==> src/nfb_pkg.sv <==
// shared constants and types for the network fifo byte-order block
`default_nettype none
package nfb_pkg;

  localparam int          FIFO_BYTES  = 32;
  localparam int          FIFO_DEPTH  = 8;
  localparam int          LANES       = 4;
  localparam int          PTR_W       = 5;
  localparam int          CNT_W       = 6;
  localparam logic [5:0]  CNT_FULL    = 6'h20;
  localparam logic [5:0]  CNT_ONE     = 6'h01;
  localparam logic [5:0]  CNT_TWO     = 6'h02;
  localparam logic [7:0]  FILL_BYTE   = 8'hFF;
  localparam logic [3:0]  BE_LOW      = 4'h3;
  localparam logic [3:0]  BE_HIGH     = 4'hC;
  localparam logic [1:0]  LANE_TOP    = 2'h3;
  // threshold codes 0..3 select 2, 4, 6 or 8 words of 16 bits
  localparam logic [5:0]  THR_STEP_B  = 6'h04;
  localparam logic [5:0]  THR_BASE_B  = 6'h04;

  typedef struct packed {
    logic       byte_order_select;
    logic       block_mode_select;
    logic [1:0] rx_fifo_threshold;
    logic [1:0] tx_fifo_threshold;
  } nfb_cfg_t;

  typedef enum logic [2:0] {
    RX_DATA, RX_FILL, RX_STAT0, RX_STAT1, RX_SKIP
  } nfb_rx_state_t;

  // threshold in bytes
  function automatic logic [5:0] thr_bytes(input logic [1:0] code);
    thr_bytes = THR_BASE_B + 6'(code) * THR_STEP_B;
  endfunction

  // byte lane of a byte pointer for the selected byte order
  function automatic logic [1:0] lane_of(input logic [4:0] ptr,
                                         input logic       big);
    lane_of = big ? LANE_TOP - ptr[1:0] : ptr[1:0];
  endfunction

  // upper half of the entry holds the word of a byte pointer
  function automatic logic half_of(input logic [4:0] ptr,
                                   input logic       big);
    half_of = big ? ~ptr[1] : ptr[1];
  endfunction

endpackage
`default_nettype wire

==> src/nfb_lane_mem.sv <==
// four-lane fifo storage with byte enables and one read port
`timescale 1ns/10ps
`default_nettype none
module nfb_lane_mem
  import nfb_pkg::*;
#(
  parameter int DEPTH = FIFO_DEPTH
)
(
  // clock
  input  wire logic                     ref_clk,
  // write side
  input  wire logic                     wr_en,
  input  wire logic [$clog2(DEPTH)-1:0] wr_entry,
  input  wire logic [LANES-1:0]         wr_be,
  input  wire logic [8*LANES-1:0]       wr_data,
  // read side
  input  wire logic [$clog2(DEPTH)-1:0] rd_entry,
  output var  logic [8*LANES-1:0]       rd_data
);

  // entry index must cover the depth exactly, so powers of two only
  if (DEPTH < 2 || (DEPTH & (DEPTH - 1)) != 0)
  begin : g_bad_depth
    $error("nfb_lane_mem: depth must be a power of two");
  end

  logic [8*LANES-1:0] mem [DEPTH];

  // storage holds no reset; occupancy is tracked by the owner
  always_ff @(posedge ref_clk)
  begin
    for (int i = 0; i < LANES; i++)
      if (wr_en && wr_be[i])
        mem[wr_entry][8*i +: 8] <= wr_data[8*i +: 8];
  end

  always_comb
  begin
    rd_data = mem[rd_entry];
  end

endmodule
`default_nettype wire

==> src/nfb_fifo_ctrl.sv <==
// receive and transmit fifos with byte ordering and dma requests
`timescale 1ns/10ps
`default_nettype none
// Functional notes
// RULE1: order select low puts byte 0 in bits 7:0, byte 1 in 15:8.
// RULE2: order select high puts byte 0 in bits 15:8, byte 1 in 7:0.
// RULE3: two independent 32-byte fifos, receive and transmit.
// RULE4: block mode select picks block or empty/fill transfers.
// RULE5: empty/fill moves enough to fill tx or empty rx fifo.
// RULE6: rx fifo is 8 x 4 bytes, bytes steered by order-aware pointer.
// RULE7: rx threshold sets fill level before a dma request.
// RULE8: rx threshold reached only when byte count exceeds it.
// RULE9: dma engine moves upper or lower 16-bit half per rx access.
// RULE10: request again while count still exceeds threshold, else stop; code keeps requesting after a packet end until the fifo is empty.
// RULE11: block mode rx request moves exactly threshold bytes; code moves the rest when a flush leaves count at or below it.
// RULE12: packet ending mid-word is padded with 0xFF fill bytes.
// RULE13: packet status written right after last data or fill byte.
// RULE14: rx data leaves only as whole words on word boundaries.
// RULE15: engine writes 16-bit words into upper or lower tx half.
// RULE16: tx reading starts only when count exceeds threshold; code also starts once fetch ends with bytes left.
// RULE17: tx request raised while count at or below threshold.
// RULE18: block mode loads threshold bytes; empty/fill fills fully.
// RULE19: tx reads bytes by order-aware pointer and tracks count.
// RULE20: extraneous tx bytes are skipped, only valid bytes serialized.
// RULE21: tx data may start at any byte address.
// RULE22: host-visible control words are 16 bits wide.
// RULE23: rx byte into a full fifo flags overrun and drops packet; code drops everything buffered, earlier packets too.
// RULE24: each fifo keeps a 0 to 32 byte occupancy count.
module nfb_fifo_ctrl
  import nfb_pkg::*;
(
  // clock and reset
  input  wire logic        ref_clk,
  input  wire logic        rst,
  // static configuration
  input  wire nfb_cfg_t    cfg,
  // receive, from deserializer
  input  wire logic        rx_byte_valid,
  input  wire logic [7:0]  rx_byte,
  input  wire logic        rx_pkt_end,
  input  wire logic [15:0] rx_status,
  output var  logic        rx_ready,
  output var  logic        rx_overrun,
  // receive, to dma engine
  output var  logic        rx_dma_req,
  output var  logic [4:0]  rx_burst_words,
  input  wire logic        rx_dma_rd,
  output var  logic [15:0] rx_dma_data,
  // transmit, from dma engine
  input  wire logic        tx_pkt_start,
  output var  logic        tx_dma_req,
  output var  logic [4:0]  tx_burst_words,
  input  wire logic        tx_dma_wr,
  input  wire logic [15:0] tx_dma_data,
  input  wire logic [1:0]  tx_dma_byte_valid,
  input  wire logic        tx_dma_last,
  // transmit, to serializer
  input  wire logic        tx_ser_ready,
  output var  logic        tx_ser_valid,
  output var  logic [7:0]  tx_ser_byte
);

  //////////////////////////////////////////////////////////////////////////
  // receive side

  nfb_rx_state_t rx_state, next_rx_state;
  logic [4:0]    rx_wr_ptr, next_rx_wr_ptr;
  logic [4:0]    rx_rd_ptr, next_rx_rd_ptr;
  logic [5:0]    rx_count, next_rx_count;
  logic [15:0]   rx_stat, next_rx_stat;
  logic          rx_flush, next_rx_flush;
  logic          next_rx_ready;
  logic          next_rx_overrun;
  logic          next_rx_dma_req;
  logic [4:0]    next_rx_burst_words;
  logic [15:0]   next_rx_dma_data;
  logic          rx_we;
  logic [7:0]    rx_wbyte;
  logic [31:0]   rx_rword;
  logic [5:0]    rx_thr;
  logic          big;

  assign big    = cfg.byte_order_select;
  assign rx_thr = thr_bytes(cfg.rx_fifo_threshold);

  nfb_lane_mem #(.DEPTH(FIFO_DEPTH)) u_rx_mem  // [RULE3]
  (
    .ref_clk  (ref_clk),
    .wr_en    (rx_we),
    .wr_entry (rx_wr_ptr[4:2]),
    .wr_be    (4'(1) << lane_of(rx_wr_ptr, big)),  // [RULE6]
    .wr_data  ({LANES{rx_wbyte}}),
    .rd_entry (rx_rd_ptr[4:2]),
    .rd_data  (rx_rword)
  );

  always_comb
  begin
    next_rx_state   = rx_state;
    next_rx_wr_ptr  = rx_wr_ptr;
    next_rx_rd_ptr  = rx_rd_ptr;
    next_rx_count   = rx_count;
    next_rx_stat    = rx_stat;
    next_rx_flush   = rx_flush;
    next_rx_overrun = 1'b0;
    next_rx_dma_data = rx_dma_data;
    rx_we           = 1'b0;
    rx_wbyte        = rx_byte;
    case (rx_state)
      RX_DATA:
        if (rx_pkt_end)
        begin
          next_rx_stat  = rx_status;  // [RULE22]
          next_rx_state = rx_wr_ptr[0] ? RX_FILL : RX_STAT0;  // [RULE12]
        end
        else if (rx_byte_valid)
          rx_we = 1'b1;
      RX_FILL:
      begin
        rx_we         = 1'b1;
        rx_wbyte      = FILL_BYTE;  // [RULE12]
        next_rx_state = RX_STAT0;
      end
      RX_STAT0:
      begin
        rx_we         = 1'b1;
        rx_wbyte      = rx_stat[7:0];  // [RULE13]
        next_rx_state = RX_STAT1;
      end
      RX_STAT1:
      begin
        rx_we         = 1'b1;
        rx_wbyte      = rx_stat[15:8];  // [RULE13]
        next_rx_state = RX_DATA;
        next_rx_flush = 1'b1;
      end
      RX_SKIP:
        if (rx_pkt_end)
          next_rx_state = RX_DATA;
      default:
        next_rx_state = RX_DATA;
    endcase
    // half-word read by the engine, data registered for next cycle
    if (rx_dma_rd)
    begin
      next_rx_dma_data = half_of(rx_rd_ptr, big) ? rx_rword[31:16]
                                                 : rx_rword[15:0];  // [RULE9]
      next_rx_rd_ptr   = rx_rd_ptr + 5'(CNT_TWO);  // [RULE14]
      next_rx_count    = next_rx_count - CNT_TWO;
    end
    if (rx_we)
    begin
      if (rx_count == CNT_FULL && !rx_dma_rd)
      begin
        // drop everything buffered in the fifo, earlier packets too, rather than a torn frame
        rx_we           = 1'b0;
        next_rx_overrun = 1'b1;  // [RULE23]
        next_rx_state   = RX_SKIP;
        next_rx_rd_ptr  = rx_wr_ptr;
        next_rx_count   = '0;
        next_rx_flush   = 1'b0;
      end
      else
      begin
        next_rx_wr_ptr = rx_wr_ptr + 5'(CNT_ONE);
        next_rx_count  = next_rx_count + CNT_ONE;  // [RULE24]
      end
    end
    if (rx_flush && next_rx_count == '0)
      next_rx_flush = 1'b0;
    // request follows the fifo level it is computed from
    next_rx_dma_req = (next_rx_count > rx_thr) ||
                      (next_rx_flush && next_rx_count != '0);  // [RULE8]
    if (cfg.block_mode_select && next_rx_count > rx_thr)  // [RULE4]
      next_rx_burst_words = rx_thr[5:1];  // [RULE11]
    else
      next_rx_burst_words = next_rx_count[5:1];  // [RULE5]
    next_rx_ready = (next_rx_state == RX_DATA) && !rx_pkt_end;
  end

  always_ff @(posedge ref_clk or posedge rst)
  begin
    if (rst)
    begin
      rx_state       <= RX_DATA;
      rx_wr_ptr      <= '0;
      rx_rd_ptr      <= '0;
      rx_count       <= '0;
      rx_stat        <= '0;
      rx_flush       <= 1'b0;
      rx_ready       <= 1'b0;
      rx_overrun     <= 1'b0;
      rx_dma_req     <= 1'b0;
      rx_burst_words <= '0;
      rx_dma_data    <= '0;
    end
    else
    begin
      rx_state       <= next_rx_state;
      rx_wr_ptr      <= next_rx_wr_ptr;
      rx_rd_ptr      <= next_rx_rd_ptr;
      rx_count       <= next_rx_count;
      rx_stat        <= next_rx_stat;
      rx_flush       <= next_rx_flush;
      rx_ready       <= next_rx_ready;
      rx_overrun     <= next_rx_overrun;
      rx_dma_req     <= next_rx_dma_req;  // [RULE7] [RULE10]
      rx_burst_words <= next_rx_burst_words;
      rx_dma_data    <= next_rx_dma_data;
    end
  end

  //////////////////////////////////////////////////////////////////////////
  // transmit side

  logic [4:0]  tx_wr_ptr, next_tx_wr_ptr;
  logic [4:0]  tx_rd_ptr, next_tx_rd_ptr;
  logic [5:0]  tx_count, next_tx_count;
  logic [31:0] tx_vld, next_tx_vld;
  logic        tx_fetch, next_tx_fetch;
  logic        tx_started, next_tx_started;
  logic        next_tx_dma_req;
  logic [4:0]  next_tx_burst_words;
  logic        next_tx_ser_valid;
  logic [7:0]  next_tx_ser_byte;
  logic [31:0] tx_rword;
  logic [5:0]  tx_thr;
  logic        tx_take;

  assign tx_thr = thr_bytes(cfg.tx_fifo_threshold);

  nfb_lane_mem #(.DEPTH(FIFO_DEPTH)) u_tx_mem  // [RULE3]
  (
    .ref_clk  (ref_clk),
    .wr_en    (tx_dma_wr),
    .wr_entry (tx_wr_ptr[4:2]),
    .wr_be    (half_of(tx_wr_ptr, big) ? BE_HIGH : BE_LOW),  // [RULE15]
    .wr_data  ({2{tx_dma_data}}),  // [RULE1] [RULE2]
    .rd_entry (tx_rd_ptr[4:2]),
    .rd_data  (tx_rword)
  );

  always_comb
  begin
    next_tx_wr_ptr    = tx_wr_ptr;
    next_tx_rd_ptr    = tx_rd_ptr;
    next_tx_count     = tx_count;
    next_tx_vld       = tx_vld;
    next_tx_fetch     = tx_fetch;
    next_tx_started   = tx_started;
    next_tx_ser_valid = 1'b0;
    next_tx_ser_byte  = tx_ser_byte;
    if (tx_pkt_start)
      next_tx_fetch = 1'b1;
    if (tx_dma_wr)
    begin
      // odd start or end bytes are kept but marked invalid
      next_tx_vld[tx_wr_ptr]          = tx_dma_byte_valid[0];  // [RULE21]
      next_tx_vld[tx_wr_ptr + 5'h01]  = tx_dma_byte_valid[1];
      next_tx_wr_ptr = tx_wr_ptr + 5'(CNT_TWO);
      next_tx_count  = next_tx_count + CNT_TWO;
      if (tx_dma_last)
        next_tx_fetch = 1'b0;
    end
    // invalid bytes drain without waiting for the serializer
    tx_take = tx_started && tx_count != '0 &&
              (tx_ser_ready || !tx_vld[tx_rd_ptr]);
    if (tx_take)
    begin
      next_tx_ser_valid = tx_vld[tx_rd_ptr];  // [RULE20]
      next_tx_ser_byte = tx_rword[8*lane_of(tx_rd_ptr, big) +: 8]; // [RULE19]
      next_tx_rd_ptr    = tx_rd_ptr + 5'(CNT_ONE);
      next_tx_count     = next_tx_count - CNT_ONE;  // [RULE24]
    end
    // a short packet starts once its fetch has finished
    if (next_tx_count > tx_thr || (!next_tx_fetch && next_tx_count != '0))
      next_tx_started = 1'b1;  // [RULE16]
    else if (next_tx_count == '0)
      next_tx_started = 1'b0;
    next_tx_dma_req = next_tx_fetch && next_tx_count <= tx_thr;  // [RULE17]
    if (cfg.block_mode_select)
      next_tx_burst_words = tx_thr[5:1];  // [RULE18]
    else
      next_tx_burst_words = 5'((CNT_FULL - next_tx_count) >> 1);  // [RULE5]
  end

  always_ff @(posedge ref_clk or posedge rst)
  begin
    if (rst)
    begin
      tx_wr_ptr      <= '0;
      tx_rd_ptr      <= '0;
      tx_count       <= '0;
      tx_vld         <= '0;
      tx_fetch       <= 1'b0;
      tx_started     <= 1'b0;
      tx_dma_req     <= 1'b0;
      tx_burst_words <= '0;
      tx_ser_valid   <= 1'b0;
      tx_ser_byte    <= '0;
    end
    else
    begin
      tx_wr_ptr      <= next_tx_wr_ptr;
      tx_rd_ptr      <= next_tx_rd_ptr;
      tx_count       <= next_tx_count;
      tx_vld         <= next_tx_vld;
      tx_fetch       <= next_tx_fetch;
      tx_started     <= next_tx_started;
      tx_dma_req     <= next_tx_dma_req;
      tx_burst_words <= next_tx_burst_words;
      tx_ser_valid   <= next_tx_ser_valid;
      tx_ser_byte    <= next_tx_ser_byte;
    end
  end

  //////////////////////////////////////////////////////////////////////////
  // checks

  property p_rx_req;
    @(posedge ref_clk) disable iff (rst)
    (rx_count > rx_thr) |-> rx_dma_req;
  endproperty
  a_rx_req: assert property (p_rx_req)  // [RULE8]
    else $error("rx request missing above threshold");

  property p_rx_block;
    @(posedge ref_clk) disable iff (rst)
    (rx_dma_req && cfg.block_mode_select && rx_count > rx_thr)
      |-> rx_burst_words == rx_thr[5:1];
  endproperty
  a_rx_block: assert property (p_rx_block)  // [RULE11]
    else $error("block burst not equal to threshold");

  property p_rx_cnt;
    @(posedge ref_clk) disable iff (rst)
    rx_count <= CNT_FULL && tx_count <= CNT_FULL;
  endproperty
  a_rx_cnt: assert property (p_rx_cnt)  // [RULE24]
    else $error("fifo count above capacity");

  property p_rx_align;
    @(posedge ref_clk) disable iff (rst)
    (rx_state == RX_FILL) |=> (rx_state == RX_STAT0 && !rx_wr_ptr[0])
      or (rx_state == RX_SKIP);
  endproperty
  a_rx_align: assert property (p_rx_align)  // [RULE12]
    else $error("fill did not reach word boundary");

  property p_rx_stat;
    @(posedge ref_clk) disable iff (rst)
    (rx_state == RX_DATA && rx_pkt_end)
      |-> ##[1:2] (rx_state == RX_STAT0) ##1 (rx_state == RX_STAT1)
      or ##[1:3] (rx_state == RX_SKIP);
  endproperty
  a_rx_stat: assert property (p_rx_stat)  // [RULE13]
    else $error("status not written after packet end");

  property p_rx_ovr;
    @(posedge ref_clk) disable iff (rst)
    (rx_state == RX_DATA && rx_byte_valid && !rx_pkt_end &&
     rx_count == CNT_FULL && !rx_dma_rd)
      |=> rx_overrun && rx_state == RX_SKIP && rx_count == '0;
  endproperty
  a_rx_ovr: assert property (p_rx_ovr)  // [RULE23]
    else $error("overrun not flagged on full fifo");

  property p_tx_start;
    @(posedge ref_clk) disable iff (rst)
    (!tx_started && tx_fetch && tx_count <= tx_thr)
      |=> !tx_ser_valid && (!tx_started || tx_count > tx_thr || !tx_fetch);
  endproperty
  a_tx_start: assert property (p_tx_start)  // [RULE16]
    else $error("tx read before threshold met");

  property p_tx_req;
    @(posedge ref_clk) disable iff (rst)
    (tx_fetch && tx_count <= tx_thr) |-> tx_dma_req;
  endproperty
  a_tx_req: assert property (p_tx_req)  // [RULE17]
    else $error("tx request missing at low level");

  property p_tx_fill;
    @(posedge ref_clk) disable iff (rst)
    (tx_dma_req && !cfg.block_mode_select)
      |-> 6'(tx_burst_words) == ((CNT_FULL - tx_count) >> 1);
  endproperty
  a_tx_fill: assert property (p_tx_fill)  // [RULE18]
    else $error("empty/fill burst does not fill fifo");

  property p_tx_skip;
    @(posedge ref_clk) disable iff (rst)
    (tx_started && tx_count != '0 && !tx_vld[tx_rd_ptr]) |=> !tx_ser_valid;
  endproperty
  a_tx_skip: assert property (p_tx_skip)  // [RULE20]
    else $error("extraneous byte passed to serializer");

endmodule
`default_nettype wire

==> config.mk <==
export PLATFORM = sky130hd
export DESIGN_NAME = nfb_fifo_ctrl
export DESIGN_NICKNAME = d
export VERILOG_FILES = /design/src/nfb_pkg.sv /design/src/nfb_lane_mem.sv /design/src/nfb_fifo_ctrl.sv
export SDC_FILE = /design/constraint.sdc
export NUM_CORES = 1
export LEC_CHECK = 0
export BUFFER_PORTS_ARGS = -buffer_cell sky130_fd_sc_hd__buf_2
export CAP_MARGIN = 25
export CORE_MARGIN = 8
export CORE_UTILIZATION = 60
export CTS_BUF_LIST = sky130_fd_sc_hd__clkbuf_8
export DETAILED_ROUTE_END_ITERATION = 12
export GPL_ROUTABILITY_DRIVEN = 0
export PLACE_DENSITY = 0.78
export SYNTH_ARGS = -nofsm -noshare
export SYNTH_HDL_FRONTEND = slang
export SYNTH_SLANG_ARGS = --single-unit
==> constraint.sdc <==
create_clock -name ref_clk -period 8 [get_ports ref_clk]
set_input_delay 1.2 -clock ref_clk [delete_from_list [all_inputs] [get_ports ref_clk]]
set_output_delay 1.2 -clock ref_clk [all_outputs]
set_load 0.005 [all_outputs]
* Word level (Yosys, flattened, before mapping)
Memory sizes are Yosys's and may differ from the RTL's.
Index checks and enable logic that the tools add are counted.
Widths: inputs -> output; s select.
** Storage, ports and cells
- Input port bits :: 57
- Output and inout port bits :: 39
- Register bits after elaboration :: 125
- Memories kept :: 2
- Memory bits (writable) :: 512
** Memory list
- u_rx_mem.mem :: depth 8, width 32, read ports 1, clocked after memory_dff 0, wr ports 1, RTL line nfb_lane_mem.sv:28 : logic [8*LANES-1:0] mem [DEPTH];
- u_tx_mem.mem :: depth 8, width 32, read ports 1, clocked after memory_dff 0, wr ports 1, RTL line nfb_lane_mem.sv:28
** Operators by class
- Equal/unequal tests :: 5
- Add/sub/neg operators :: 14
- $lt $le $gt $ge :: 8
- Reductions and logical operators :: 37
- Bitwise operators :: 3
- Shifts and indexed selects :: 2
- Muxes and demuxes :: 64
** Operators by type and width (number)
- $bwmux 32 :: 2
- $mux 1 :: 37
- $shiftx 32x6->8 :: 1
- $mux 6 :: 5
- $mux 5 :: 5
- $pmux 8 s3 :: 1
- $logic_and 1x1->1 :: 19
- $lt 5x6->1 const B :: 3
- $reduce_bool 6->1 :: 3
- $mux 16 :: 1
- $add 5x1->5 const B :: 3
- $gt 6x5->1 :: 2
- $logic_not 6->1 :: 2
- $mux 3 :: 4
- $pmux 3 s4 :: 1
- $add 3x4->5 const A :: 2
- $add 5x2->5 const B :: 2
- $demux 1 s5 :: 2
- $ge 5x1->1 const B :: 2
- $add 6x1->6 const B :: 1
- $add 6x2->6 const B :: 1
- $eq 3x2->1 const B :: 2
- $eq 6x6->1 const B :: 1
- $le 6x5->1 :: 1
- other kinds (18) :: 30

* Depth between registers and ports, before layout
Gate-level depths: netlist (run 1).
- Word-level depth :: 10
- Mapped depth :: 16
- Mapped depth without buffers :: 14

* Hierarchy
A second synthesis (run 1) with hierarchy kept.
** Unflattened totals
- Cell total of the unflattened synthesis :: 1415
- Area total of the unflattened synthesis :: 26506.7 um^2
** Modules (own cells, without submodules)
- nfb_lane_mem :: instances 2, area an instance 9962.1 um^2, cells an instance 414
- nfb_fifo_ctrl :: instances 1, area an instance 6582.6 um^2, cells an instance 587

* Worst setup path after synthesis (run 1)
OpenSTA, ideal clock, no wires.
- Path kind :: input -> register
- From :: input rx_dma_rd
- To :: register rx_burst_words[3]
- Slack :: 4.257 ns
- Library setup time :: 0.140 ns
- Stages on the path :: 14
- Arrival time :: 3.603 ns
- Cells stage by stage :: buf_6 -> or4b_2 -> nor2_1 -> o21a_1 -> o22a_1 -> ha_1 -> inv_1 -> a21o_1 -> a21oi_1 -> a41o_1 -> clkbuf_1 -> nor2_1 -> a21oi_1 -> o311ai_2
** Between the ends
- Cells in the longest elaborated chain, start to end :: 7
- Elaborated cells between the ends (all ways) :: 9
** Ends and longest elaborated chain
- from (decl) :: RTL line nfb_fifo_ctrl.sv:47 : input wire logic rx_dma_rd,
- $mux 6 / $logic_not 1->1 (equally long branches) :: RTL line nfb_fifo_ctrl.sv:144, nfb_fifo_ctrl.sv:153
- $add 6x1->6 / $logic_and 1x1->1 (equally long branches) :: RTL line nfb_fifo_ctrl.sv:166, nfb_fifo_ctrl.sv:153
- $mux 6 :: RTL line nfb_fifo_ctrl.sv:153 : if (rx_count == CNT_FULL && !rx_dma_rd)
- $mux 6 * :: RTL line nfb_fifo_ctrl.sv:151 : if (rx_we)
- $gt 6x5->1 :: RTL line nfb_fifo_ctrl.sv:174 : if (cfg.block_mode_select && next_rx_count > rx_thr)
- $logic_and 1x1->1 :: RTL line nfb_fifo_ctrl.sv:174
- $mux 5 * :: RTL line nfb_fifo_ctrl.sv:174
- via next_rx_burst_words[3] :: RTL line nfb_fifo_ctrl.sv:75 : logic [4:0] next_rx_burst_words;
- to (signal assigned) :: RTL line nfb_fifo_ctrl.sv:208 : rx_burst_words <= next_rx_burst_words;
- to (decl) :: RTL line nfb_fifo_ctrl.sv:46 : output var logic [4:0] rx_burst_words,
The timed path passes the listed nets; every way through them passes the cells marked *.
A chain may end at the register's enable or synchronous reset.

* Worst setup path in the final report (run 1)
- From :: register tx_rd_ptr[1]
- To :: register tx_burst_words[3]
** Between the ends
- Cells in the longest elaborated chain, start to end :: 8
** Ends and longest elaborated chain
- from (decl) :: RTL line nfb_fifo_ctrl.sv:217 : logic [4:0] tx_rd_ptr, next_tx_rd_ptr;
- from (signal assigned) :: RTL line nfb_fifo_ctrl.sv:305 : tx_rd_ptr <= next_tx_rd_ptr;
- $bmux 1 s5 :: RTL line nfb_fifo_ctrl.sv:267 : (tx_ser_ready || !tx_vld[tx_rd_ptr]);
- $mux 1 (not written as such) :: RTL line nfb_fifo_ctrl.sv:267
- $logic_not 1->1 :: RTL line nfb_fifo_ctrl.sv:267
- $logic_or 1x1->1 :: RTL line nfb_fifo_ctrl.sv:267
- $logic_and 1x1->1 :: RTL line nfb_fifo_ctrl.sv:266 : tx_take = tx_started && tx_count != '0 &&
- $mux 6 :: RTL line nfb_fifo_ctrl.sv:268 : if (tx_take)
- $sub 6x6->6 :: RTL line nfb_fifo_ctrl.sv:284 : next_tx_burst_words = 5'((CNT_FULL - next_tx_count) >> 1);
- $mux 5 :: RTL line nfb_fifo_ctrl.sv:281 : if (cfg.block_mode_select)
- via next_tx_burst_words[3] :: RTL line nfb_fifo_ctrl.sv:223 : logic [4:0] next_tx_burst_words;
- to (signal assigned) :: RTL line nfb_fifo_ctrl.sv:311 : tx_burst_words <= next_tx_burst_words;
- to (decl) :: RTL line nfb_fifo_ctrl.sv:52 : output var logic [4:0] tx_burst_words,
The timed path passes the listed nets, and every way through them passes these cells. The select of a mux whose other input is x is not followed.

==> flow_metrics.env, run 1 <==
export IMPL_fmax_mhz=234
export IMPL_criticalPathCategory="flop to flop"
export IMPL_areaGrowthSynthToFinish_pct=12.1
export IMPL_timing_critical_path_cells="mux4_2 -> a2bb2oi_1 -> a22oi_1 -> a31oi_1 -> nor2_2 -> buf_4 -> nand2_1 -> o21ai_0 -> ha_1 -> inv_1 -> or3_1 -> a31oi_1 -> nor3_1 -> o21a_1 -> o31ai_1"
export IMPL_layout_filler_cells=2692
export IMPL_end_kind="flop"
export IMPL_powerDensity_nw_per_um2=395
export IMPL_synth_avg_cell_area_um2=18.9
export IMPL_first_iter_violations=1223
export IMPL_worst_slew_margin_rel_pct=31.0
export IMPL_htree_num_levels=3
export IMPL_cts_root_buffer_cell="clkbuf_8"
export IMPL_layout_drive_gt1_share_pct=32.2
export IMPL_dp_hpwl_mm=32.8
export IMPL_design_portCount=96
export IMPL_num_vias=13500
export IMPL_detail_route_first_pass_iterations=5
export IMPL_timing_max_cap_violations=0
export IMPL_hold_viol_final=0
export IMPL_grt_use_total_pct=21.4
export IMPL_synth_largest_area_cell="edfxtp_1"
export IMPL_postSynthRegisterBits=635
export IMPL_worst_slew_pin_tran_ns=1.04
export IMPL_netlist_instances=1374
export IMPL_p_leak_uw=0.0102
export IMPL_final_slew_viol_count=0
export IMPL_clock_latency_ns=0.69
export IMPL_total_die_area_um2=50100
export IMPL_timing_setup_tns_ns=0
export IMPL_fin_crit_ns=4.28
export IMPL_fin_crit_share_pct=53.5
export IMPL_synthesis_warning_total=0
export IMPL_die_y_um=224
export IMPL_route_antenna_remaining_nets=0
export IMPL_post_drt_wl_per_cell_um=23.9
export IMPL_synth_cell_types=70
export IMPL_grt_antenna_before_repair=4
export IMPL_global_route_wire_length_before_repair_mm=82.1
export IMPL_critical_path_top_delay_family="compound AO/OA/AOI/OAI gates"
export IMPL_netlist_area_um2=25900
export IMPL_timing_critical_path_from_type="flop"
export IMPL_synthesis_nets=1451
export IMPL_floorplan_rows=76
export IMPL_starting_utilization_of_the_core_area_pct=60.5
export IMPL_dominantRegCellSynth="edfxtp_1"
export IMPL_seq_area_frac_synth_pct=71.2
export IMPL_critPathSlowestCell="dfrtp_1"
export IMPL_critical_path_buf_inv_count=2
export IMPL_placeableCoreArea_um2=42900
export IMPL_hold_path_class="flop to flop"
export IMPL_dpl_instance_area_um2=27100
export IMPL_asyncSetResetFlopFracSynth_pct=19.4
export IMPL_ctsLongestPathBuffers=3
export IMPL_cts_repair_resize_count=0
export IMPL_path_common_cell="a31oi_1"
export IMPL_post_cts_setup_buffer_count=0
export IMPL_worst_path_max_fanout=26
export IMPL_timing_clock_skew_ns=0.0284
export IMPL_synth_edff_count=512
export IMPL_remaining_drcs=0
export IMPL_globalRoute_totalOverflow=0
export IMPL_area_contributors_post_synth="edfxtp_1, mux4_2, dfrtp_1"
export IMPL_tritoncts_num_buffers=98
export IMPL_rsz0062_at_grt="no"
export IMPL_cts_hold_buf=0
export IMPL_critical_path_required_ns=8.57
export IMPL_post_route_util_pct=67.8
export IMPL_run_status="finished, final reports clean"
export IMPL_finalSetupViolations=0
export IMPL_synth_top_area_share_pct=59.3
export IMPL_finalWirelength_mm=52.7
export IMPL_final_cell_area_um2=29100
export IMPL_via_per_inst=6.14
export IMPL_grt_max_degree=71
export IMPL_cp_data_arrival_time_ns=4.85
export IMPL_clk_pin_slew_ns=0.06
export IMPL_via_count_of_the_first_global_routing_pass=14300
export IMPL_portBuffers=95
export IMPL_chipWidth_um=224
export IMPL_layout_net_count=1613
export IMPL_tritoncts="built"
export IMPL_numClockSinks=635
export IMPL_timing_critical_path_slowest_cell_delay_ns=0.68
export IMPL_vdd_ir_drop_max_uv=247
cells by family (layout without fill, tap and decap cells):
group	after synthesis	count (layout)	share of synthesized area (%)
flip-flops	635	635	71.2
multiplexers	253	253	17.9
AND/OR/NAND/NOR	222	222	4.27
AO/OA/AOI/OAI	116	116	3.02
buffers and inverters	98	344	1.67
XOR/XNOR	30	30	1.01
adder cells (fa/ha/maj)	20	20	0.965
other	0	1	0
per-stage QoR:
stage	hold slack [ns]	std cells	setup slack (ns)	power (uW)
floorplan	0.467	1374	3.53	7730
global placement	0.483	2020	3.63	8780
detailed placement	0.492	2021	3.47	8950
CTS	0.505	2205	3.77	11500
global route	0.518	2205	3.29	12100
finish	0.502	2206	3.72	11500
state kept, by name, indices dropped and copies added, names as in the netlist, 3 cells and up:
signal	cells
u_rx_mem.mem	256
rx_count	6
rx_state	3
u_tx_mem.mem	256
rx_wr_ptr	5
rx_dma_data	16
rx_rd_ptr	4
rx_stat	16
tx_ser_byte	8
tx_burst_words	5
tx_count	6
tx_wr_ptr	4
rx_burst_words	5
tx_rd_ptr	5
tx_vld	32
cell usage after synthesis (all sizes together) (8+ instances only):
cell / count
nand3: 22
o22ai: 18
edfxtp: 512
nor3: 8
ha: 20
xnor2: 20
nor2: 80
nor2b: 8
xor2: 10
dfrtp: 123
clkbuf: 39
o21ai: 17
inv: 29
mux2: 68
buf: 28
mux2i: 23
mux4: 162
a21oi: 31
nand4: 15
nand2: 38
power by group:
part / total (uW) / switching, uW / internal (uW) / leakage (uW)
sequential: 5030 / 476 / 4550 / 0.00607
clock: 2600 / 1240 / 1360 / 0.00113
combinational: 3840 / 2060 / 1780 / 0.00295
area by class of cell:
type | instances | area, um^2 | share of cell area [%]
antenna | 1 | 2.50 | 0.00861
clock buffer | 106 | 1460 | 5.02
clock inverter | 78 | 463 | 1.59
inverter | 30 | 118 | 0.405
multi-input combinational | 641 | 7090 | 24.4
sequential | 635 | 18500 | 63.5
tap | 585 | 732 | 2.52
timing repair buffer | 130 | 742 | 2.55
worst reg2reg max path, delay by kind of cell, from the launching register on:
family                     cells  cell delay, ns
muxes                          1            0.58
buffers and inverters          2            0.41
adders and majority gates      1            0.32
DFF                            1            0.68
AOI/OAI and AO/OA              7            1.50
and+or+nand+nor                4            0.71
metal layers:
layer	part of all wire (%)	vias to the layer above	track usage [%]
met5	0.076	-	0
met4	2.9	6	7.82
met3	6.0	121	4.63
met2	51	486	36.4
met1	40	7033	27.1
li1	-	5893	-
path summary, 6_finish.rpt:
| path | from | end | slack [ns] | depth (start not counted) |
|---|---|---|---|---|
| max | tx_rd_ptr[1]$_DFFE_PP0N_ | tx_burst_words[3]$_DFF_PP0_ | 3.72 | 15 |
| min | rx_dma_data[2]$_DFFE_PP0P_ | rx_dma_data[2]$_DFFE_PP0P_ | 0.50 | 1 |
| max reg2reg | tx_rd_ptr[1]$_DFFE_PP0N_ | tx_burst_words[3]$_DFF_PP0_ | 3.72 | 15 |
| min reg2reg | rx_dma_data[2]$_DFFE_PP0P_ | rx_dma_data[2]$_DFFE_PP0P_ | 0.50 | 1 |
| max in group asynchronous | rst | tx_rd_ptr[2]$_DFFE_PP0N_ | 6.10 | 3 |
| min in group asynchronous | rst | rx_dma_data[14]$_DFFE_PP0P_ | 0.61 | 2 |
cell usage in the layout (no fill, tap or decap), types with 9 or more instances in the layout:
| cell type | n |
|---|---|
| edfxtp_1 | 512 |
| buf_2 | 95 |
| buf_4 | 34 |
| clkinv_1 | 16 |
| dfrtp_1 | 119 |
| nor2_1 | 79 |
| clkinv_2 | 9 |
| inv_1 | 69 |
| ha_1 | 20 |
| a21oi_1 | 23 |
| mux2_2 | 68 |
| clkbuf_8 | 106 |
| nand3_1 | 22 |
| nand2_1 | 38 |
| o21ai_0 | 14 |
| nand4_1 | 15 |
| mux4_2 | 162 |
| o22ai_1 | 18 |
| xnor2_1 | 20 |
| mux2i_1 | 23 |
Power figures use the tool's default switching activity.
==> run 2: changes to the inputs <==
==> constraint.sdc (replaced) <==
create_clock -name ref_clk -period 4.35 [get_ports ref_clk]
set_input_delay 0.6525 -clock ref_clk [delete_from_list [all_inputs] [get_ports ref_clk]]
set_output_delay 0.6525 -clock ref_clk [all_outputs]
set_load 0.005 [all_outputs]
==> flow_metrics.env, run 2 (same netlist as run 1, synthesis figures left out) <==
export IMPL_run_status="finished, final reports clean"
export IMPL_rsz0062_at_grt="no"
export IMPL_seqPwrFrac_pct=44.0
export IMPL_via_count_of_the_first_global_routing_pass=14300
export IMPL_grt_antenna_before_repair=5
export IMPL_vdd_ir_drop_max_uv=499
export IMPL_timing_critical_path_from_type="flop"
export IMPL_timing_clock_skew_ns=0.0268
export IMPL_htree_num_levels=3
export IMPL_remaining_drcs=0
export IMPL_numClockSinks=635
export IMPL_post_drt_wl_per_cell_um=23.4
export IMPL_fin_crit_ns=3.96
export IMPL_design_portCount=96
export IMPL_layout_commonest_cell="edfxtp_1"
export IMPL_die_y_um=224
export IMPL_worst_path_max_fanout=23
export IMPL_dp_hpwl_mm=32.6
export IMPL_cts_repair_resize_count=0
export IMPL_via_per_inst=6.05
export IMPL_grt_use_total_pct=21.0
export IMPL_finalSetupViolations=0
export IMPL_tritoncts="built"
export IMPL_first_iter_violations=1216
export IMPL_post_place_ws_ns=0.293
export IMPL_clock_latency_ns=0.67
export IMPL_timing_max_cap_violations=0
export IMPL_placeableCoreArea_um2=42900
export IMPL_total_die_area_um2=50100
export IMPL_cp_data_arrival_time_ns=4.53
export IMPL_globalRoute_totalOverflow=0
export IMPL_timing_reg2reg_setup_slack_ns=0.39
export IMPL_chipWidth_um=224
export IMPL_critical_path_top_delay_family="compound AO/OA/AOI/OAI gates"
export IMPL_finalWirelength_mm=51.8
export IMPL_timing_critical_path_cells="mux4_2 -> a2bb2oi_1 -> a22oi_1 -> a31oi_1 -> nor2_2 -> buf_4 -> o21ai_0 -> ha_1 -> inv_1 -> or3_1 -> a31oi_1 -> nor3_1 -> nor3_1 -> o31ai_1"
export IMPL_grt_max_degree=67
export IMPL_total_switching_power_uw=6800
export IMPL_ctsLongestPathBuffers=3
export IMPL_timing_critical_path_slowest_cell_delay_ns=0.55
export IMPL_critical_path_required_ns=4.91
export IMPL_critPathSlowestCell="dfrtp_2"
export IMPL_worst_slew_margin_rel_pct=33.6
export IMPL_fmax_mhz=252
export IMPL_clock_power_share_pct=22.4
export IMPL_starting_utilization_of_the_core_area_pct=60.5
export IMPL_critical_path_buf_inv_count=2
export IMPL_layout_drive_gt1_share_pct=32.7
export IMPL_sw_frac_of_total_pct=32.4
export IMPL_biggestRegsByFlops="u_rx_mem.mem: 256 flops, u_tx_mem.mem: 256 flops, tx_vld: 32 flops"
export IMPL_num_vias=13400
export IMPL_power_internal_uw=14200
export IMPL_p_comb_share_pct=33.6
export IMPL_area_used_by_multi_input_combinational_logic_um2=7090
export IMPL_clk_pin_slew_ns=0.06
export IMPL_post_cts_setup_buffer_count=0
export IMPL_floorplan_rows=76
export IMPL_timing_setup_tns_ns=0
export IMPL_tritoncts_num_buffers=99
export IMPL_areaGrowthSynthToFinish_pct=12.4
export IMPL_detail_route_first_pass_iterations=7
export IMPL_hold_path_class="primary input to async pin"
export IMPL_portBuffers=95
export IMPL_most_common_layout_cells="edfxtp_1, mux4_2, dfrtp_1, clkbuf_8, buf_2"
export IMPL_layout_net_count=1627
export IMPL_layout_filler_cells=2756
export IMPL_register_area_um2=18500
export IMPL_p_leak_uw=0.0102
export IMPL_global_route_wire_length_before_repair_mm=81.1
export IMPL_fin_crit_share_pct=91.1
export IMPL_final_slew_viol_count=0
export IMPL_end_kind="flop"
export IMPL_worst_slew_pin_tran_ns=0.997
export IMPL_worst_slack_ns=0.388
export IMPL_cts_root_buffer_cell="clkbuf_8"
export IMPL_criticalPathCategory="flop to flop"
export IMPL_route_antenna_remaining_nets=0
export IMPL_powerDensity_nw_per_um2=719
export IMPL_hold_viol_final=0
export IMPL_cts_hold_buf=0
## run 2: power by group through the flow
stage	clock (uW)	sequential (uW)	combinational [uW]
final	4700	9220	7050
after global routing	5060	9360	7650
after CTS	4800	9230	7130
after detailed placement	0	9340	7100
after global placement	0	9280	6880
after floorplan	0	8840	5380
## run 2: worst reg2reg max path, cell delays in order, from the launching register on
cell	delay [ns]
dfrtp_2	0.55
mux4_2	0.54
a2bb2oi_1	0.16
a22oi_1	0.42
a31oi_1	0.22
nor2_2	0.22
buf_4	0.35
o21ai_0	0.16
ha_1	0.31
inv_1	0.10
or3_1	0.11
a31oi_1	0.04
nor3_1	0.37
nor3_1	0.11
o31ai_1	0.22
## run 2: path summary, 6_finish.rpt
kind                       cells after the start                  startpoint                          end
min                                            2                         rst  rx_dma_data[14]$_DFFE_PP0P_
min reg2reg                                    1  rx_dma_data[1]$_DFFE_PP0P_   rx_dma_data[1]$_DFFE_PP0P_
min in group ref_clk                           2               rx_status[12]      rx_stat[12]$_DFFE_PP0P_
max reg2reg                                   14    tx_rd_ptr[1]$_DFFE_PP0N_  tx_burst_words[3]$_DFF_PP0_
max                                           14    tx_rd_ptr[1]$_DFFE_PP0N_  tx_burst_words[3]$_DFF_PP0_
max in group asynchronous                      3                         rst       tx_vld[11]$_DFFE_PP0P_
## run 2: layout make-up
type                       count  share of cell area [%]
tap                          585                    2.51
inverter                      30                   0.403
antenna                        2                  0.0172
clock inverter                72                    1.31
timing repair buffer         143                    2.91
clock buffer                 110                    5.19
sequential                   635                    63.3
multi-input combinational    641                    24.3
## run 2: metrics by stage
step	std cells	power, uW	cell area [um^2]	util [%]	hold WS [ns]
finish	2218	21000	29200	68.0	0.0717
global route	2217	22100	29200	68.0	0.0835
detailed placement	2034	16400	27300	63.6	0.490
global placement	2034	16200	27300	63.6	0.483
floorplan	1374	14200	25900	-	0.467
CTS	2216	21200	29200	68.0	0.0489
## run 2: layer usage
layer  up-vias  GRT usage, %  routed length (um)
met2       463          36.2               27200
li1       5903             -                   -
met5         -             0                  43
met4         6          7.73                1280
met1      6925          26.5               20200
met3       116          4.21                3040
==> run 3: changes to the inputs <==
==> constraint.sdc (replaced) <==
create_clock -name ref_clk -period 4.35 [get_ports ref_clk]
set_input_delay 0.435 -clock ref_clk [delete_from_list [all_inputs] [get_ports ref_clk]]
set_output_delay 0.435 -clock ref_clk [all_outputs]
set_load 0.005 [all_outputs]
==> flow_metrics.env, run 3 (same netlist as run 1, synthesis figures left out) <==
export IMPL_critical_path_top_delay_family="compound AO/OA/AOI/OAI gates"
export IMPL_critical_path_buf_inv_count=1
export IMPL_route_antenna_remaining_nets=0
export IMPL_placeableCoreArea_um2=42900
export IMPL_num_vias=13500
export IMPL_vdd_ir_drop_max_uv=413
export IMPL_cp_data_arrival_time_ns=4.39
export IMPL_via_per_inst=6.02
export IMPL_global_route_wire_length_before_repair_mm=81.3
export IMPL_final_hold_worst_slack_ns=0.0587
export IMPL_chipWidth_um=224
export IMPL_layout_drive_gt1_share_pct=32.2
export IMPL_die_y_um=224
export IMPL_timing_critical_path_cells="mux4_2 -> a2bb2oi_1 -> a22oi_1 -> a31oi_1 -> nor2_2 -> nand2_1 -> o21ai_0 -> ha_1 -> inv_1 -> or3_1 -> a31oi_1 -> nor3_1 -> nor3_1 -> o221ai_1"
export IMPL_layout_commonest_cell="edfxtp_1"
export IMPL_starting_utilization_of_the_core_area_pct=60.5
export IMPL_total_die_area_um2=50100
export IMPL_fin_crit_share_pct=88.7
export IMPL_p_leak_uw=0.0103
export IMPL_ctsLongestPathBuffers=3
export IMPL_timing_clock_skew_ns=0.0412
export IMPL_post_drt_wl_per_cell_um=23.2
export IMPL_clock_latency_ns=0.71
export IMPL_cts_root_buffer_cell="clkbuf_8"
export IMPL_critical_path_required_ns=4.89
export IMPL_tritoncts="built"
export IMPL_worst_hold_startpoint="cfg[0]"
export IMPL_r2r_worst_path_cells=14
export IMPL_worst_r2r_startpoint="tx_rd_ptr[1]$_DFFE_PP0N_"
export IMPL_timing_max_cap_violations=0
export IMPL_worst_path_max_fanout=13
export IMPL_layout_net_count=1644
export IMPL_htree_num_levels=3
export IMPL_post_place_ws_ns=0.451
export IMPL_portBuffers=95
export IMPL_gr_usage_met1_pct=26.9
export IMPL_dp_hpwl_mm=32.7
export IMPL_min_delay_worst_endpoint="tx_burst_words[1]$_DFF_PP0_"
export IMPL_grt_antenna_before_repair=4
export IMPL_numClockSinks=635
export IMPL_finalWirelength_mm=51.9
export IMPL_hold_path_class="primary input to flop"
export IMPL_floorplan_rows=76
export IMPL_most_common_layout_cells="edfxtp_1, mux4_2, dfrtp_1, clkbuf_8, buf_2"
export IMPL_global_route_usage_met3_pct=4.08
export IMPL_timing_critical_path_from_type="flop"
export IMPL_areaGrowthSynthToFinish_pct=13.3
export IMPL_grt_use_total_pct=21.1
export IMPL_rsz0062_at_grt="no"
export IMPL_worstHoldPathCells=4
export IMPL_fin_crit_ns=3.86
export IMPL_worst_slack_ns=0.492
export IMPL_worst_slew_margin_rel_pct=36.3
export IMPL_criticalPathCategory="flop to flop"
export IMPL_hold_viol_final=0
export IMPL_via_count_of_the_first_global_routing_pass=14400
export IMPL_worst_slew_pin_tran_ns=0.956
export IMPL_global_route_peak_usage_layer="met2"
export IMPL_end_kind="flop"
export IMPL_grt_max_degree=96
export IMPL_timing_critical_path_slowest_cell_delay_ns=0.54
export IMPL_timing_reg2reg_setup_slack_ns=0.49
export IMPL_detail_route_first_pass_iterations=6
export IMPL_remaining_drcs=0
export IMPL_finalSetupViolations=0
export IMPL_critPathSlowestCell="dfrtp_2"
export IMPL_timing_setup_tns_ns=0
export IMPL_biggestRegsByFlops="u_rx_mem.mem: 256 flops, u_tx_mem.mem: 256 flops, tx_vld: 32 flops"
export IMPL_clk_pin_slew_ns=0.06
export IMPL_run_status="finished, final reports clean"
export IMPL_powerDensity_nw_per_um2=716
export IMPL_grtUsageMet2_pct=35.9
export IMPL_design_portCount=96
export IMPL_tritoncts_num_buffers=100
export IMPL_fmax_mhz=259
export IMPL_final_slew_viol_count=0
export IMPL_regToRegEndpoint="tx_started$_DFFE_PP0P_"
export IMPL_post_cts_setup_buffer_count=0
export IMPL_first_iter_violations=1180
export IMPL_globalRoute_totalOverflow=0
## run 3: cell count changes in the layout (fill, tap and decap cells not counted), sizes merged
| cell | previous run | this run |
|---|---|---|
| clkinvlp | 2 | 0 |
| clkbuf | 110 | 105 |
| inv | 74 | 70 |
| clkinv | 23 | 37 |
| buf | 143 | 141 |
| diode | 2 | 1 |
| dlygate4sd3 | 0 | 18 |
## run 3: repair_timing
item	4_1_cts	5_1_grt
endpoints found under the setup margin	0	1
hold endpoints to repair	53	0
hold buffers	18	0
gates resized for setup	0	1
## run 3: worst max-delay path by stage
stage               cells past startpoint                     start                          end
global route                           14  tx_rd_ptr[1]$_DFFE_PP0N_       tx_started$_DFFE_PP0P_
detailed placement                     14  tx_rd_ptr[1]$_DFFE_PP0N_       tx_started$_DFFE_PP0P_
floorplan                               1                       rst  rx_burst_words[0]$_DFF_PP0_
CTS                                    14  tx_rd_ptr[1]$_DFFE_PP0N_       tx_started$_DFFE_PP0P_
global placement                       14  tx_rd_ptr[1]$_DFFE_PP0N_  tx_burst_words[3]$_DFF_PP0_
finish                                 14  tx_rd_ptr[1]$_DFFE_PP0N_       tx_started$_DFFE_PP0P_
## run 3: cell type report
class	count	area, um^2
sequential	635	18500
tap	585	732
timing repair buffer	159	1050
clock inverter	80	468
fill	2685	13500
multi-input combinational	641	7090
clock buffer	105	1450
antenna	1	2.50
inverter	30	118
## run 3: stage by stage
stage                     instance area, um^2  total power, uW  utilization (%)  instances
after detailed placement                27200            16400             63.5       2030
after CTS                               29300            21200             68.4       2233
after global placement                  27200            16200             63.5       2028
final                                   29400            21000             68.5       2236
after global routing                    29400            22100             68.5       2235
after floorplan                         25900            14200                -       1374
## run 3: where the power goes
part	switching, uW	total [uW]	internal, uW
Combinational	3820	7150	3330
Clock	2300	4740	2450
Sequential	768	9140	8370
Total	6880	21000	14200
## run 3: metal layers
layer  vias to the layer above  routed length (um)
met2                       485               26900
li1                       5953                   -
met4                         6                1370
met1                      6908               20500
met5                         -                  41
met3                       111                3070
## run 3: tightest hold or removal path, delay by kind of cell
family / cells / cell delay (ns)
and+or+nand+nor: 1 / 0.05
buffers and inverters: 1 / 0.11
AOI/OAI and AO/OA: 2 / 0.11
